--- src/include/dbse_defs.vh ---
/*
  Constants of the data bank space expansion block: register indices,
  field positions, reset values and address windows.
  Assumes inclusion by bare name from the core files.
*/
`ifndef DBSE_DEFS_VH
`define DBSE_DEFS_VH

// Register indices; byte address is four times the index
`define DBSE_IDX_MODE_ZERO 6'h04
`define DBSE_IDX_MODE_ONE 6'h05
`define DBSE_IDX_CS_ENABLE 6'h08
`define DBSE_IDX_DATA_BANK 6'h0B
`define DBSE_IDX_STATUS 6'h0C

// Reset values
`define DBSE_RST_MODE_ZERO 8'h00
`define DBSE_RST_MODE_ONE 8'h08
`define DBSE_RST_CS_ENABLE 8'h01
`define DBSE_RST_DATA_BANK 8'h00

// Field positions
`define DBSE_PM_LO 0
`define DBSE_PM_HI 1
`define DBSE_LAYOUT_BIT 3
`define DBSE_MSM_LO 4
`define DBSE_MSM_HI 5
`define DBSE_OFS_BIT 2
`define DBSE_BANK_LO 3
`define DBSE_BANK_HI 5

// Field encodings
`define DBSE_PM_MEM_EXP 2'h1
`define DBSE_PM_MICRO 2'h3
`define DBSE_MSM_4MB 2'h3

// Banked window and offset step
`define DBSE_WIN_LO 20'h40000
`define DBSE_WIN_HI 20'hBFFFF
`define DBSE_HALF_HI 20'h7FFFF
`define DBSE_OFS_STEP 22'h040000
`define DBSE_CODE_BANK 3'h7

// Chip-select areas of the ordinary decode; area 1 ends at 3FFFF in 4 MB layout
`define DBSE_CS3_LO 20'h04000
`define DBSE_CS3_HI 20'h07FFF
`define DBSE_CS2_LO 20'h08000
`define DBSE_CS2_HI 20'h27FFF
`define DBSE_CS1_LO 20'h28000
`define DBSE_CS1_HI 20'h7FFFF
`define DBSE_CS1_HI_4MB 20'h3FFFF
`define DBSE_CS0_LO 20'h80000
`define DBSE_CS0_HI 20'hFFFFF

`endif

--- src/core/dbse_cs_decode.v ---
/*
  Ordinary chip-select decode of a 20-bit external address.
  Assumes the caller masks the result for banked and internal accesses.
*/
`include "dbse_defs.vh"

module dbse_cs_decode (
  input wire [19:0] addr_in, // Access address
  input wire [3:0] cs_en_in, // Per-area enables
  input wire mb4_in, // 4 MB layout active
  output reg [3:0] cs_n_out // Active-low selects, bit i is area i
);

  // Inclusive range test used for every area
  function in_range;
    input [19:0] a;
    input [19:0] lo;
    input [19:0] hi;
    begin
      in_range = (a >= lo) && (a <= hi);
    end
  endfunction

  reg [19:0] cs1_top;

  // Area match; area 1 ends lower in 4 MB layout
  always @*
  begin
    cs1_top = mb4_in ? `DBSE_CS1_HI_4MB : `DBSE_CS1_HI;
    cs_n_out = 4'hF;
    if (cs_en_in[3] && in_range(addr_in, `DBSE_CS3_LO, `DBSE_CS3_HI))
      cs_n_out[3] = 1'b0;
    if (cs_en_in[2] && in_range(addr_in, `DBSE_CS2_LO, `DBSE_CS2_HI))
      cs_n_out[2] = 1'b0;
    if (cs_en_in[1] && in_range(addr_in, `DBSE_CS1_LO, cs1_top))
      cs_n_out[1] = 1'b0;
    if (cs_en_in[0] && in_range(addr_in, `DBSE_CS0_LO, `DBSE_CS0_HI))
      cs_n_out[0] = 1'b0;
  end

endmodule

--- src/core/dbse_bank_map.v ---
/*
  Banked address arithmetic for the middle window.
  Assumes the address lies inside the banked window.
*/
`include "dbse_defs.vh"

module dbse_bank_map (
  input wire [19:0] addr_in, // Access address in window
  input wire [2:0] bank_in, // Selected bank
  input wire ofs_in, // Offset flag
  output wire [2:0] bank_out, // Bank after carry
  output wire [19:0] addr_out // Address presented on the bus
);

  wire [19:0] win_off;
  wire [21:0] linear;

  // Offset inside the window, 0 to 7FFFF
  assign win_off = addr_in - `DBSE_WIN_LO;

  // Linear 4 MB address; the offset carry reaches the bank bits
  assign linear = {bank_in, 19'h00000} + {3'h0, win_off[18:0]}
    + (ofs_in ? `DBSE_OFS_STEP : 22'h000000);

  // Bank on the select pins, address kept inside the window
  assign bank_out = linear[21:19];
  assign addr_out = {linear[18], ~linear[18], linear[17:0]};

endmodule

--- src/core/dbse_top.v ---
/*
  Data bank space expansion: APB register file, mode control and
  external chip-select / address generation for 1 MB and 4 MB modes.
  Assumes a CPU access port synchronous to mclk_in and an APB master
  on the same clock; external memory sits on the select and address pins.
*/
// The APB slave port is this design's own decision.
`include "dbse_defs.vh"

module dbse_top (
  input wire mclk_in, // System clock, 50 MHz
  input wire rst_n_in, // Asynchronous reset, active low
  input wire psel_in, // APB select
  input wire penable_in, // APB enable
  input wire pwrite_in, // APB direction, high for write
  input wire [7:0] paddr_in, // APB byte address
  input wire [31:0] pwdata_in, // APB write data
  output wire [31:0] prdata_out, // APB read data
  output wire pready_out, // APB ready
  output wire pslverr_out, // APB error for unmapped address
  input wire cpu_req_in, // CPU external bus access this cycle
  input wire cpu_fetch_in, // High for instruction fetch
  input wire [19:0] cpu_addr_in, // CPU access address
  output wire ext_req_out, // External access in progress
  output wire [19:0] ext_addr_out, // Address on the external bus
  output wire chip_select_zero_n_out, // Select 0, active low
  output wire chip_select_one_n_out, // Select 1 or bank bit 0
  output wire chip_select_two_n_out, // Select 2 or bank bit 1
  output wire chip_select_three_n_out, // Select 3 or bank bit 2
  output wire bank_active_out // Selects 3..1 carry a bank number
);

  // Register storage
  reg [7:0] processor_mode_zero_q;
  reg [7:0] processor_mode_one_q;
  reg [7:0] cs_enable_q;
  reg [7:0] data_bank_select_q;
  reg [31:0] prdata_q;
  reg [31:0] prdata_d;

  // External side registers
  reg [3:0] cs_n_q;
  reg [3:0] cs_n_d;
  reg [19:0] ext_addr_q;
  reg [19:0] ext_addr_d;
  reg ext_req_q;
  reg bank_active_q;
  reg bank_active_d;
  reg [2:0] last_bank_q;

  // Decode of the APB address
  wire [5:0] reg_idx;
  wire aligned;
  wire mapped;
  wire setup_phase;
  wire write_strobe;

  // Mode qualifiers
  wire [1:0] proc_mode;
  wire [1:0] space_mode;
  wire ext_mode;
  wire mb4;
  wire layout_half;
  wire dbr_write_ok;

  // Banked window qualifiers
  wire in_window;
  wire in_lower_half;
  wire banked;
  wire internal_gap;

  // Bank selection per access
  wire [2:0] use_bank;
  wire use_ofs;
  wire [2:0] map_bank;
  wire [19:0] map_addr;
  wire [3:0] plain_cs_n;

  // Register index from byte address; only word-aligned hits map
  assign reg_idx = paddr_in[7:2];
  assign aligned = (paddr_in[1:0] == 2'h0);
  assign mapped = aligned && ((reg_idx == `DBSE_IDX_MODE_ZERO)
    || (reg_idx == `DBSE_IDX_MODE_ONE) || (reg_idx == `DBSE_IDX_CS_ENABLE)
    || (reg_idx == `DBSE_IDX_DATA_BANK) || (reg_idx == `DBSE_IDX_STATUS));

  // Setup cycle samples read data; access cycle commits writes
  assign setup_phase = psel_in && !penable_in;
  assign write_strobe = psel_in && penable_in && pwrite_in && mapped;

  // Zero-wait slave; error only for unmapped addresses
  assign pready_out = 1'b1;
  assign pslverr_out = psel_in && penable_in && !mapped;
  assign prdata_out = prdata_q;

  // Mode fields
  assign proc_mode = processor_mode_zero_q[`DBSE_PM_HI:`DBSE_PM_LO];
  assign space_mode = processor_mode_one_q[`DBSE_MSM_HI:`DBSE_MSM_LO];

  // External bus exists only in expansion or microprocessor mode
  assign ext_mode = (proc_mode == `DBSE_PM_MEM_EXP)
    || (proc_mode == `DBSE_PM_MICRO);

  // 4 MB layout needs both the space field and an external mode
  assign mb4 = ext_mode && (space_mode == `DBSE_MSM_4MB);

  // Half-bank layout applies only in memory expansion mode
  assign layout_half = processor_mode_one_q[`DBSE_LAYOUT_BIT]
    && (proc_mode == `DBSE_PM_MEM_EXP);

  // Bank register writes are held off outside 4 MB space mode
  assign dbr_write_ok = (space_mode == `DBSE_MSM_4MB);

  // Middle window test
  assign in_window = (cpu_addr_in >= `DBSE_WIN_LO)
    && (cpu_addr_in <= `DBSE_WIN_HI);
  assign in_lower_half = (cpu_addr_in <= `DBSE_HALF_HI);

  // Half layout banks only the lower part; the upper part is internal
  assign banked = mb4 && in_window && (!layout_half || in_lower_half);
  assign internal_gap = mb4 && in_window && layout_half && !in_lower_half;

  // Fetches use the code bank without offset; data uses the register
  assign use_bank = cpu_fetch_in ? `DBSE_CODE_BANK
    : data_bank_select_q[`DBSE_BANK_HI:`DBSE_BANK_LO];
  assign use_ofs = cpu_fetch_in ? 1'b0
    : data_bank_select_q[`DBSE_OFS_BIT];

  // Banked address arithmetic
  dbse_bank_map u_bank_map (
    .addr_in(cpu_addr_in),
    .bank_in(use_bank),
    .ofs_in(use_ofs),
    .bank_out(map_bank),
    .addr_out(map_addr)
  );

  // Ordinary area decode
  dbse_cs_decode u_cs_decode (
    .addr_in(cpu_addr_in),
    .cs_en_in(cs_enable_q[3:0]),
    .mb4_in(mb4),
    .cs_n_out(plain_cs_n)
  );

  // Next select pattern, address and bank flag for the bus
  always @*
  begin
    cs_n_d = 4'hF;
    ext_addr_d = ext_addr_q;
    bank_active_d = 1'b0;
    if (cpu_req_in && ext_mode)
    begin
      if (banked)
      begin
        cs_n_d = {map_bank, 1'b0};
        ext_addr_d = map_addr;
        bank_active_d = 1'b1;
      end
      else if (internal_gap)
      begin
        cs_n_d = 4'hF;
        ext_addr_d = ext_addr_q;
      end
      else
      begin
        cs_n_d = plain_cs_n;
        ext_addr_d = cpu_addr_in;
      end
    end
  end

  // Read data multiplexer, narrow registers in the low byte
  always @*
  begin
    prdata_d = 32'h00000000;
    if (aligned)
    begin
      case (reg_idx)
        `DBSE_IDX_MODE_ZERO: prdata_d = {24'h000000, processor_mode_zero_q};
        `DBSE_IDX_MODE_ONE: prdata_d = {24'h000000, processor_mode_one_q};
        `DBSE_IDX_CS_ENABLE: prdata_d = {24'h000000, cs_enable_q};
        `DBSE_IDX_DATA_BANK: prdata_d = {24'h000000, data_bank_select_q};
        `DBSE_IDX_STATUS: prdata_d = {24'h000000, last_bank_q, 2'h0,
          bank_active_q, mb4, ext_mode};
        default: prdata_d = 32'h00000000;
      endcase
    end
  end

  // Read data captured in the setup cycle, stable through access
  always @(posedge mclk_in or negedge rst_n_in)
  begin
    if (!rst_n_in)
      prdata_q <= 32'h00000000;
    else if (setup_phase)
      prdata_q <= prdata_d;
  end

  // Mode registers
  always @(posedge mclk_in or negedge rst_n_in)
  begin
    if (!rst_n_in)
    begin
      processor_mode_zero_q <= `DBSE_RST_MODE_ZERO;
      processor_mode_one_q <= `DBSE_RST_MODE_ONE;
      cs_enable_q <= `DBSE_RST_CS_ENABLE;
    end
    else if (write_strobe)
    begin
      if (reg_idx == `DBSE_IDX_MODE_ZERO)
        processor_mode_zero_q <= pwdata_in[7:0];
      if (reg_idx == `DBSE_IDX_MODE_ONE)
        processor_mode_one_q <= pwdata_in[7:0];
      if (reg_idx == `DBSE_IDX_CS_ENABLE)
        cs_enable_q <= {4'h0, pwdata_in[3:0]};
    end
  end

  // Bank register, guarded by the space mode field
  always @(posedge mclk_in or negedge rst_n_in)
  begin
    if (!rst_n_in)
      data_bank_select_q <= `DBSE_RST_DATA_BANK;
    else if (write_strobe && (reg_idx == `DBSE_IDX_DATA_BANK) && dbr_write_ok)
      data_bank_select_q <= {2'h0, pwdata_in[`DBSE_BANK_HI:`DBSE_BANK_LO],
        pwdata_in[`DBSE_OFS_BIT], 2'h0};
  end

  // External bus outputs, one cycle after the CPU request
  always @(posedge mclk_in or negedge rst_n_in)
  begin
    if (!rst_n_in)
    begin
      cs_n_q <= 4'hF;
      ext_addr_q <= 20'h00000;
      ext_req_q <= 1'b0;
      bank_active_q <= 1'b0;
    end
    else
    begin
      cs_n_q <= cs_n_d;
      ext_addr_q <= ext_addr_d;
      ext_req_q <= cpu_req_in && ext_mode && !internal_gap;
      bank_active_q <= bank_active_d;
    end
  end

  // Last bank driven, for software inspection
  always @(posedge mclk_in or negedge rst_n_in)
  begin
    if (!rst_n_in)
      last_bank_q <= 3'h0;
    else if (bank_active_d)
      last_bank_q <= map_bank;
  end

  // Pin outputs
  assign ext_req_out = ext_req_q;
  assign ext_addr_out = ext_addr_q;
  assign chip_select_zero_n_out = cs_n_q[0];
  assign chip_select_one_n_out = cs_n_q[1];
  assign chip_select_two_n_out = cs_n_q[2];
  assign chip_select_three_n_out = cs_n_q[3];
  assign bank_active_out = bank_active_q;

endmodule

--- config.mk ---
export PLATFORM = sky130hd
export DESIGN_NAME = dbse_top
export DESIGN_NICKNAME = d
export VERILOG_FILES = /design/src/core/dbse_cs_decode.v /design/src/core/dbse_bank_map.v /design/src/core/dbse_top.v
export VERILOG_INCLUDE_DIRS = /design/src /design/src/include
export SDC_FILE = /design/constraint.sdc
export NUM_CORES = 1
export LEC_CHECK = 0
export ABC_AREA = 1
export BUFFER_PORTS_ARGS = -buffer_cell sky130_fd_sc_hd__buf_4
export CAP_MARGIN = 5
export CORE_ASPECT_RATIO = 0.5
export CORE_MARGIN = 5
export CORE_UTILIZATION = 49
export CTS_CLUSTER_DIAMETER = 60
export DETAILED_ROUTE_END_ITERATION = 7
export PLACE_DENSITY = 0.88
export SYNTH_ARGS = -nofsm -noshare
export SYNTH_HDL_FRONTEND = slang
export SYNTH_SLANG_ARGS = --single-unit
--- constraint.sdc ---
create_clock -name mclk_in -period 1.4 [get_ports mclk_in]
set_input_delay 0.14 -clock mclk_in [delete_from_list [all_inputs] [get_ports mclk_in]]
set_output_delay 0.14 -clock mclk_in [all_outputs]
set_load 0.005 [all_outputs]
### Word level (Yosys, flattened, before mapping)

Index checks and enable logic that the tools add are counted.

| storage, ports and cells | value |
|---|---|
| register bits after elaboration | 85 |
| bits in latches | 0 |
| memory bits (writable) | 0 |
| bits in read-only memories | 0 |
| input port bits | 67 |
| output and inout bits | 60 |
| logic and storage cells | 92 |
| memories kept | 0 |

| operators by class | value |
|---|---|
| $add $sub $neg | 3 |
| $mul | 0 |
| div/mod/pow operators | 0 |
| order comparisons | 11 |
| eq/ne operators | 9 |
| shifts and indexed selects | 0 |
| mux-type cells | 17 |
| bitwise operators | 1 |
| reductions and logical operators | 41 |

Operator list:

| operator | number |
|---|---|
| <= comparator 20 bit, second input constant | 2 |
| two-way mux 20 bit | 2 |
| case mux 8 bit (5 select lines) | 1 |
| two-way mux 19 bit | 2 |
| logical AND 1 bit | 25 |
| adder 22 x 19 -> 22 bit | 1 |
| adder 22 bit | 1 |
| greater-or-equal comparator 20 x 15 -> 1 bit, second input constant | 1 |
| greater-or-equal comparator 20 x 16 -> 1 bit, second input constant | 1 |
| greater-or-equal comparator 20 x 18 -> 1 bit, second input constant | 1 |
| greater-or-equal comparator 20 x 19 -> 1 bit, second input constant | 1 |
| greater-or-equal comparator 20 bit, second input constant | 1 |
| <= comparator 20 x 15 -> 1 bit, second input constant | 1 |
| <= comparator 20 x 18 -> 1 bit, second input constant | 1 |
| <= comparator 20 x 19 -> 1 bit | 1 |
| <= comparator 20 x 19 -> 1 bit, second input constant | 1 |
| subtractor 19 bit, second input constant | 1 |
| == test 6 x 4 -> 1 bit, second input constant | 3 |
| == test 6 x 3 -> 1 bit, second input constant | 2 |
| two-way mux 4 bit | 3 |
| two-way mux 8 bit | 1 |
| AND reduction 2 bit | 4 |
| two-way mux 1 bit | 7 |
| logical OR 1 bit | 6 |
| 7 further kinds | 12 |

### Logic depth before layout (Yosys ltp)

| depth | value |
|---|---|
| depth after elaboration | 11 |
| depth in mapped cells | 10 |
| mapped depth without buffers | 9 |

### By module

From an unflattened synthesis, not the netlist that was laid out.

| unflattened totals | value |
|---|---|
| cells, all modules | 515 |
| area, all modules | 3666.0 um^2 |

Modules (own cells, without submodules):

| module | times used | cells an instance | area each (um^2) | seq. area each (um^2) |
|---|---|---|---|---|
| dbse_top | 1 | 454 | 3313.2 | 1534.0 |
| dbse_bank_map | 1 | 28 | 198.9 | 0.0 |
| dbse_cs_decode | 1 | 33 | 153.9 | 0.0 |

### Worst setup path after synthesis

OpenSTA, ideal clock, no wires.

| path | value |
|---|---|
| kind | register -> register |
| start point | reg data_bank_select_q[3] |
| end point | reg cs_n_q[2] |
| setup time | 0.078 ns |
| arrival | 1.218 ns |
| data required time | 1.322 ns |
| slack | 0.104 ns |
| cell stages (with the launch flop) | 6 |
| path buffers | 0 |
| period minus slack after synthesis | 1.296 ns |
| cell sequence | dfrtp_1 > or2_2 > ha_1 > xor2_1 > o21ai_0 > inv_1 |

| between the ends | value |
|---|---|
| word-level cells in the longest chain between the ends | 5 |

RTL lines:

| item | line | RTL |
|---|---|---|
| start: declaration | dbse_top.v:37 | `reg [7:0] data_bank_select_q;` |
| start signal: assignment | dbse_top.v:223 | `` data_bank_select_q <= `DBSE_RST_DATA_BANK; `` |
| start signal: assignment | dbse_top.v:225 | `` data_bank_select_q <= {2'h0, pwdata_in[`DBSE_BANK_HI:`DBSE_BANK_LO], `` |
| two-way mux 3 bit | dbse_top.v:123 | `` assign use_bank = cpu_fetch_in ? `DBSE_CODE_BANK `` |
| adder 22 x 19 -> 22 bit | dbse_bank_map.v:22 | `assign linear = {bank_in, 19'h00000} + {3'h0, win_off[18:0]}` |
| adder 22 bit | dbse_bank_map.v:22 |  |
| two-way mux 4 bit | dbse_top.v:153 | `if (banked)` |
| two-way mux 4 bit | dbse_top.v:151 | `if (cpu_req_in && ext_mode)` |
| named net cs_n_d[2] | dbse_top.v:43 | `reg [3:0] cs_n_d;` |
| end signal: assignment | dbse_top.v:241 | `cs_n_q <= cs_n_d;` |
| end: declaration | dbse_top.v:42 | `reg [3:0] cs_n_q;` |

The timed path passes the listed nets, and every way through them passes these cells.
A chain may end at the register's enable or synchronous reset.

### Worst setup path in the final report

| path | value |
|---|---|
| start point | reg data_bank_select_q[4] |
| end point | reg last_bank_q[2] |

| between the ends | value |
|---|---|
| word-level cells in the longest chain between the ends | 3 |

RTL lines:

| item | line | RTL |
|---|---|---|
| two-way mux 3 bit | dbse_top.v:123 |  |
| adder 22 x 19 -> 22 bit | dbse_bank_map.v:22 |  |
| adder 22 bit | dbse_bank_map.v:22 |  |
| end signal: assignment | dbse_top.v:254 | `last_bank_q <= map_bank;` |
| end: declaration | dbse_top.v:49 | `reg [2:0] last_bank_q;` |

No other way between the ends.

==> flow_metrics.py <==
metrics = {
    "outcome": {
        "status": "finished with violations",
        "failed_checks": "negative setup slack",
    },
    "detailed_routing": {
        "wl_per_cell_um": 16.2,
        "ant_nets": 0,
        "drt-total-wl_um": 10300,
        "vias": 3352,
        "remaining_drc_errors": 0,
        "via_per_inst": 5.28,
        "first_pass_iters": 5,
        "drtIter0Drc": 290,
    },
    "grt": {
        "grt.overflow.total": 0,
        "grt_pass1_wl_um": 15600,
        "grt_max_degree": 28,
        "grt_pass1_vias": 3244,
        "antenna_found_initial": 0,
        "groute.usage.overall_pct": 23.3,
    },
    "sta": {
        "slew_violations": 0,
        "finalHoldViolations": 0,
        "timing.final.ws_setup_ns": -0.00922,
        "rsz0062_at_grt": "yes",
        "post-route-period-util_pct": 101,
        "clock_skew_ns": 0.00461,
        "setup_viol": 1,
        "max_freq_mhz": 710,
        "finalCriticalPeriod_ns": 1.41,
    },
    "logic_synthesis": {
        "yosysSeqAreaShare_pct": 46.0,
        "netlist_top_cells_area": "dfrtp_1, nand2_1, buf_4, nand4_1, dfstp_2",
        "yosysUniqueCellTypes": 31,
        "syn_area_um2": 3340,
        "syn_area_per_cell_um2": 7.85,
        "synth_top_area_share_pct": 41.2,
        "syn_inst": 425,
        "yosysWarnings": 0,
        "ys_seq_elements": 61,
        "synth_top_area_cell": "dfrtp_1",
    },
    "finish": {
        "final_util_pct": 69.7,
        "area_growth_pct": 38.8,
        "nets": 608,
        "n_antenna_cell": 0,
        "drive_gt1_share_pct": 33.1,
        "design_area_um2": 4630,
    },
    "placement": {
        "pre_cts_ws_ns": -0.0415,
        "placed_cell_area_um2": 4080,
        "dp_hpwl_um": 6760,
        "numPortBuffers": 77,
        "gp_congestion": 0.899,
    },
    "min_path": {
        "hold_depth": 3,
        "hp-start": "cpu_addr_in[0]",
        "holdPathEnd": "ext_addr_out[0]$_DFFE_PN0P_",
        "worst_hold_path_type": "primary input to flop",
    },
    "run": {
        "maxCapViolCount": 0,
    },
    "critical_path": {
        "crit_path_max_incr_delay_ns": 0.41,
        "rr_worst_depth": 5,
        "path_max_fanout": 3,
        "critPathTopFamily": "simple AND/OR/NAND/NOR gates",
        "rr_endpoint": "last_bank_q[2]$_DFFE_PN0P_",
        "worstPathRequired_ns": 1.64,
        "timing.rr.start": "data_bank_select_q[4]$_DFFE_PN0P_",
        "path_class": "flop to flop",
        "critPathSlowestCell": "dfrtp_1",
        "arrival_ns": 1.65,
        "critPathLaunchType": "flop",
        "reg2reg_slack_ns": -0.009,
        "cp-end-kind": "flop",
        "cp_num_buf_inv": 0,
        "worstPathCellList": "or2_2 -> nand3_1 -> xor2_1 -> nand2_1 -> o21ai_0",
    },
    "power": {
        "ir_drop_mv": 0.596,
        "leakage_nw": 2.51,
        "power_density_nw_per_um2": 1010,
    },
    "clocking": {
        "root_buffer": "clkbuf_16",
        "cts_tree": "built",
        "htreeDepth": 3,
        "clk-insertion-delay-late_ns": 0.33,
        "cts_buffers": 9,
        "cts_sinks": 61,
        "clk_pin_slew_ns": 0.05,
        "clockBufferDepth": 2,
    },
    "die": {
        "die_h_um": 68.4,
        "pin_count": 127,
        "fp-row-count": 21,
        "chipWidth_um": 127,
        "dieArea_um2": 8660,
        "initial_core_util_pct": 50.2,
        "core-area_um2": 6650,
    },
}
==> registers in the layout, indices dropped and copies added (netlist names) <==
signal                 flops
processor_mode_one_q       8
prdata_out                 8
bank_active_out            1
ext_req_out                1
cs_n_q                     4
cs_enable_q                4
last_bank_q                3
processor_mode_zero_q      8
ext_addr_out              20
data_bank_select_q         4
==> worst max-delay path by stage <==
stage                                   startpoint                           end  cells past startpoint
2_1_floorplan    data_bank_select_q[3]$_DFFE_PN0P_           cs_n_q[2]$_DFF_PN1_                      5
3_3_place_gp     data_bank_select_q[3]$_DFFE_PN0P_           cs_n_q[2]$_DFF_PN1_                      5
3_5_place_dp   processor_mode_one_q[4]$_DFFE_PN0P_  ext_addr_out[11]$_DFFE_PN0P_                      7
4_1_cts        processor_mode_one_q[4]$_DFFE_PN0P_  ext_addr_out[11]$_DFFE_PN0P_                      7
5_1_grt          data_bank_select_q[2]$_DFFE_PN0P_  ext_addr_out[18]$_DFFE_PN0P_                      8
6_report         data_bank_select_q[4]$_DFFE_PN0P_    last_bank_q[2]$_DFFE_PN0P_                      5
==> final cells by class <==
cell class / count / area (um2)
fill: 460 / 2020
clock buffer: 13 / 280
timing repair buffer: 115 / 910
tap: 92 / 115
inverter: 39 / 154
sequential: 61 / 1530
clock inverter: 3 / 65.1
multi-input combinational: 312 / 1570
==> logic make-up after synthesis <==
kind of cell,Yosys count,synth area share [%]
AOI/OAI and AO/OA,25,3.90
xor gates and xnor gates,2,0.525
adders and majority gates,3,1.12
buffers and inverters,75,12.6
DFF,61,46.0
other,2,0.225
and+or+nand+nor,257,35.7
==> Yosys cell counts <==
| library cell | instances |
|---|---|
| a21oi_1 | 3 |
| buf_2 | 4 |
| buf_4 | 27 |
| buf_6 | 4 |
| clkbuf_1 | 1 |
| clkinv_1 | 1 |
| conb_1 | 2 |
| dfrtp_1 | 55 |
| dfstp_2 | 6 |
| ha_1 | 3 |
| inv_1 | 34 |
| inv_2 | 3 |
| inv_4 | 1 |
| nand2_1 | 155 |
| nand2_2 | 1 |
| nand3_1 | 14 |
| nand3_2 | 5 |
| nand4_1 | 30 |
| nand4_2 | 2 |
| nor2_1 | 30 |
| nor2_2 | 5 |
| nor2_4 | 4 |
| nor2_8 | 1 |
| nor3_1 | 6 |
| nor3_2 | 1 |
| nor3b_1 | 1 |
| o211ai_1 | 2 |
| o21ai_0 | 15 |
| o21ai_1 | 5 |
| or2_2 | 2 |
| xor2_1 | 2 |
==> metrics by stage <==
step                hold slack, ns  instances  total power, mW  TNS [ns]
floorplan                   -0.156        448             1.99         0
global placement            0.0512        609             2.15  -0.00806
detailed placement          0.0543        609             2.16    -0.261
CTS                         0.0165        627             4.67         0
global route                0.0280        635             4.80    -0.416
finish                      0.0237        635             4.67  -0.00922
==> worst register-to-register path, cell delays in order (launching register included) <==
cell and delay (ns):
dfrtp_1 0.41, or2_2 0.36, nand3_1 0.10, xor2_1 0.27
nand2_1 0.07, o21ai_0 0.09
==> cell usage in the layout (no fill, tap or decap), drive strengths merged, types with 7 or more instances in the layout <==
master | netlist | routed
nor3 | 7 | 7
buf | 35 | 114
dfrtp | 55 | 55
nand4 | 32 | 32
inv | 38 | 38
nand3 | 19 | 19
conb | 2 | 25
o21ai | 20 | 20
nand2 | 156 | 156
clkbuf | 1 | 13
nor2 | 40 | 40
==> power by group <==
part	internal [mW]	switching (mW)
registers	1.78	0.00842
clock network	1.75	0.766
logic	0.154	0.212
total	3.68	0.986
==> per-layer routing <==
layer  global-route usage, %  wire length [um]  up-vias
li1                        -                 -     1546
met1                    27.8              4150     1573
met2                    39.8              4890      197
met3                    6.55               903       36
met4                    11.2               309        0
met5                       0                 0        -
==> repair_timing <==
action	4_1_cts	5_1_grt
endpoints found under the setup margin	24	25
hold buffers	1	0
pin swaps	2	12
gates resized for setup	4	31
setup buffers	1	8
endpoints found under the hold margin	21	0
(Power assumes the default switching activity.)
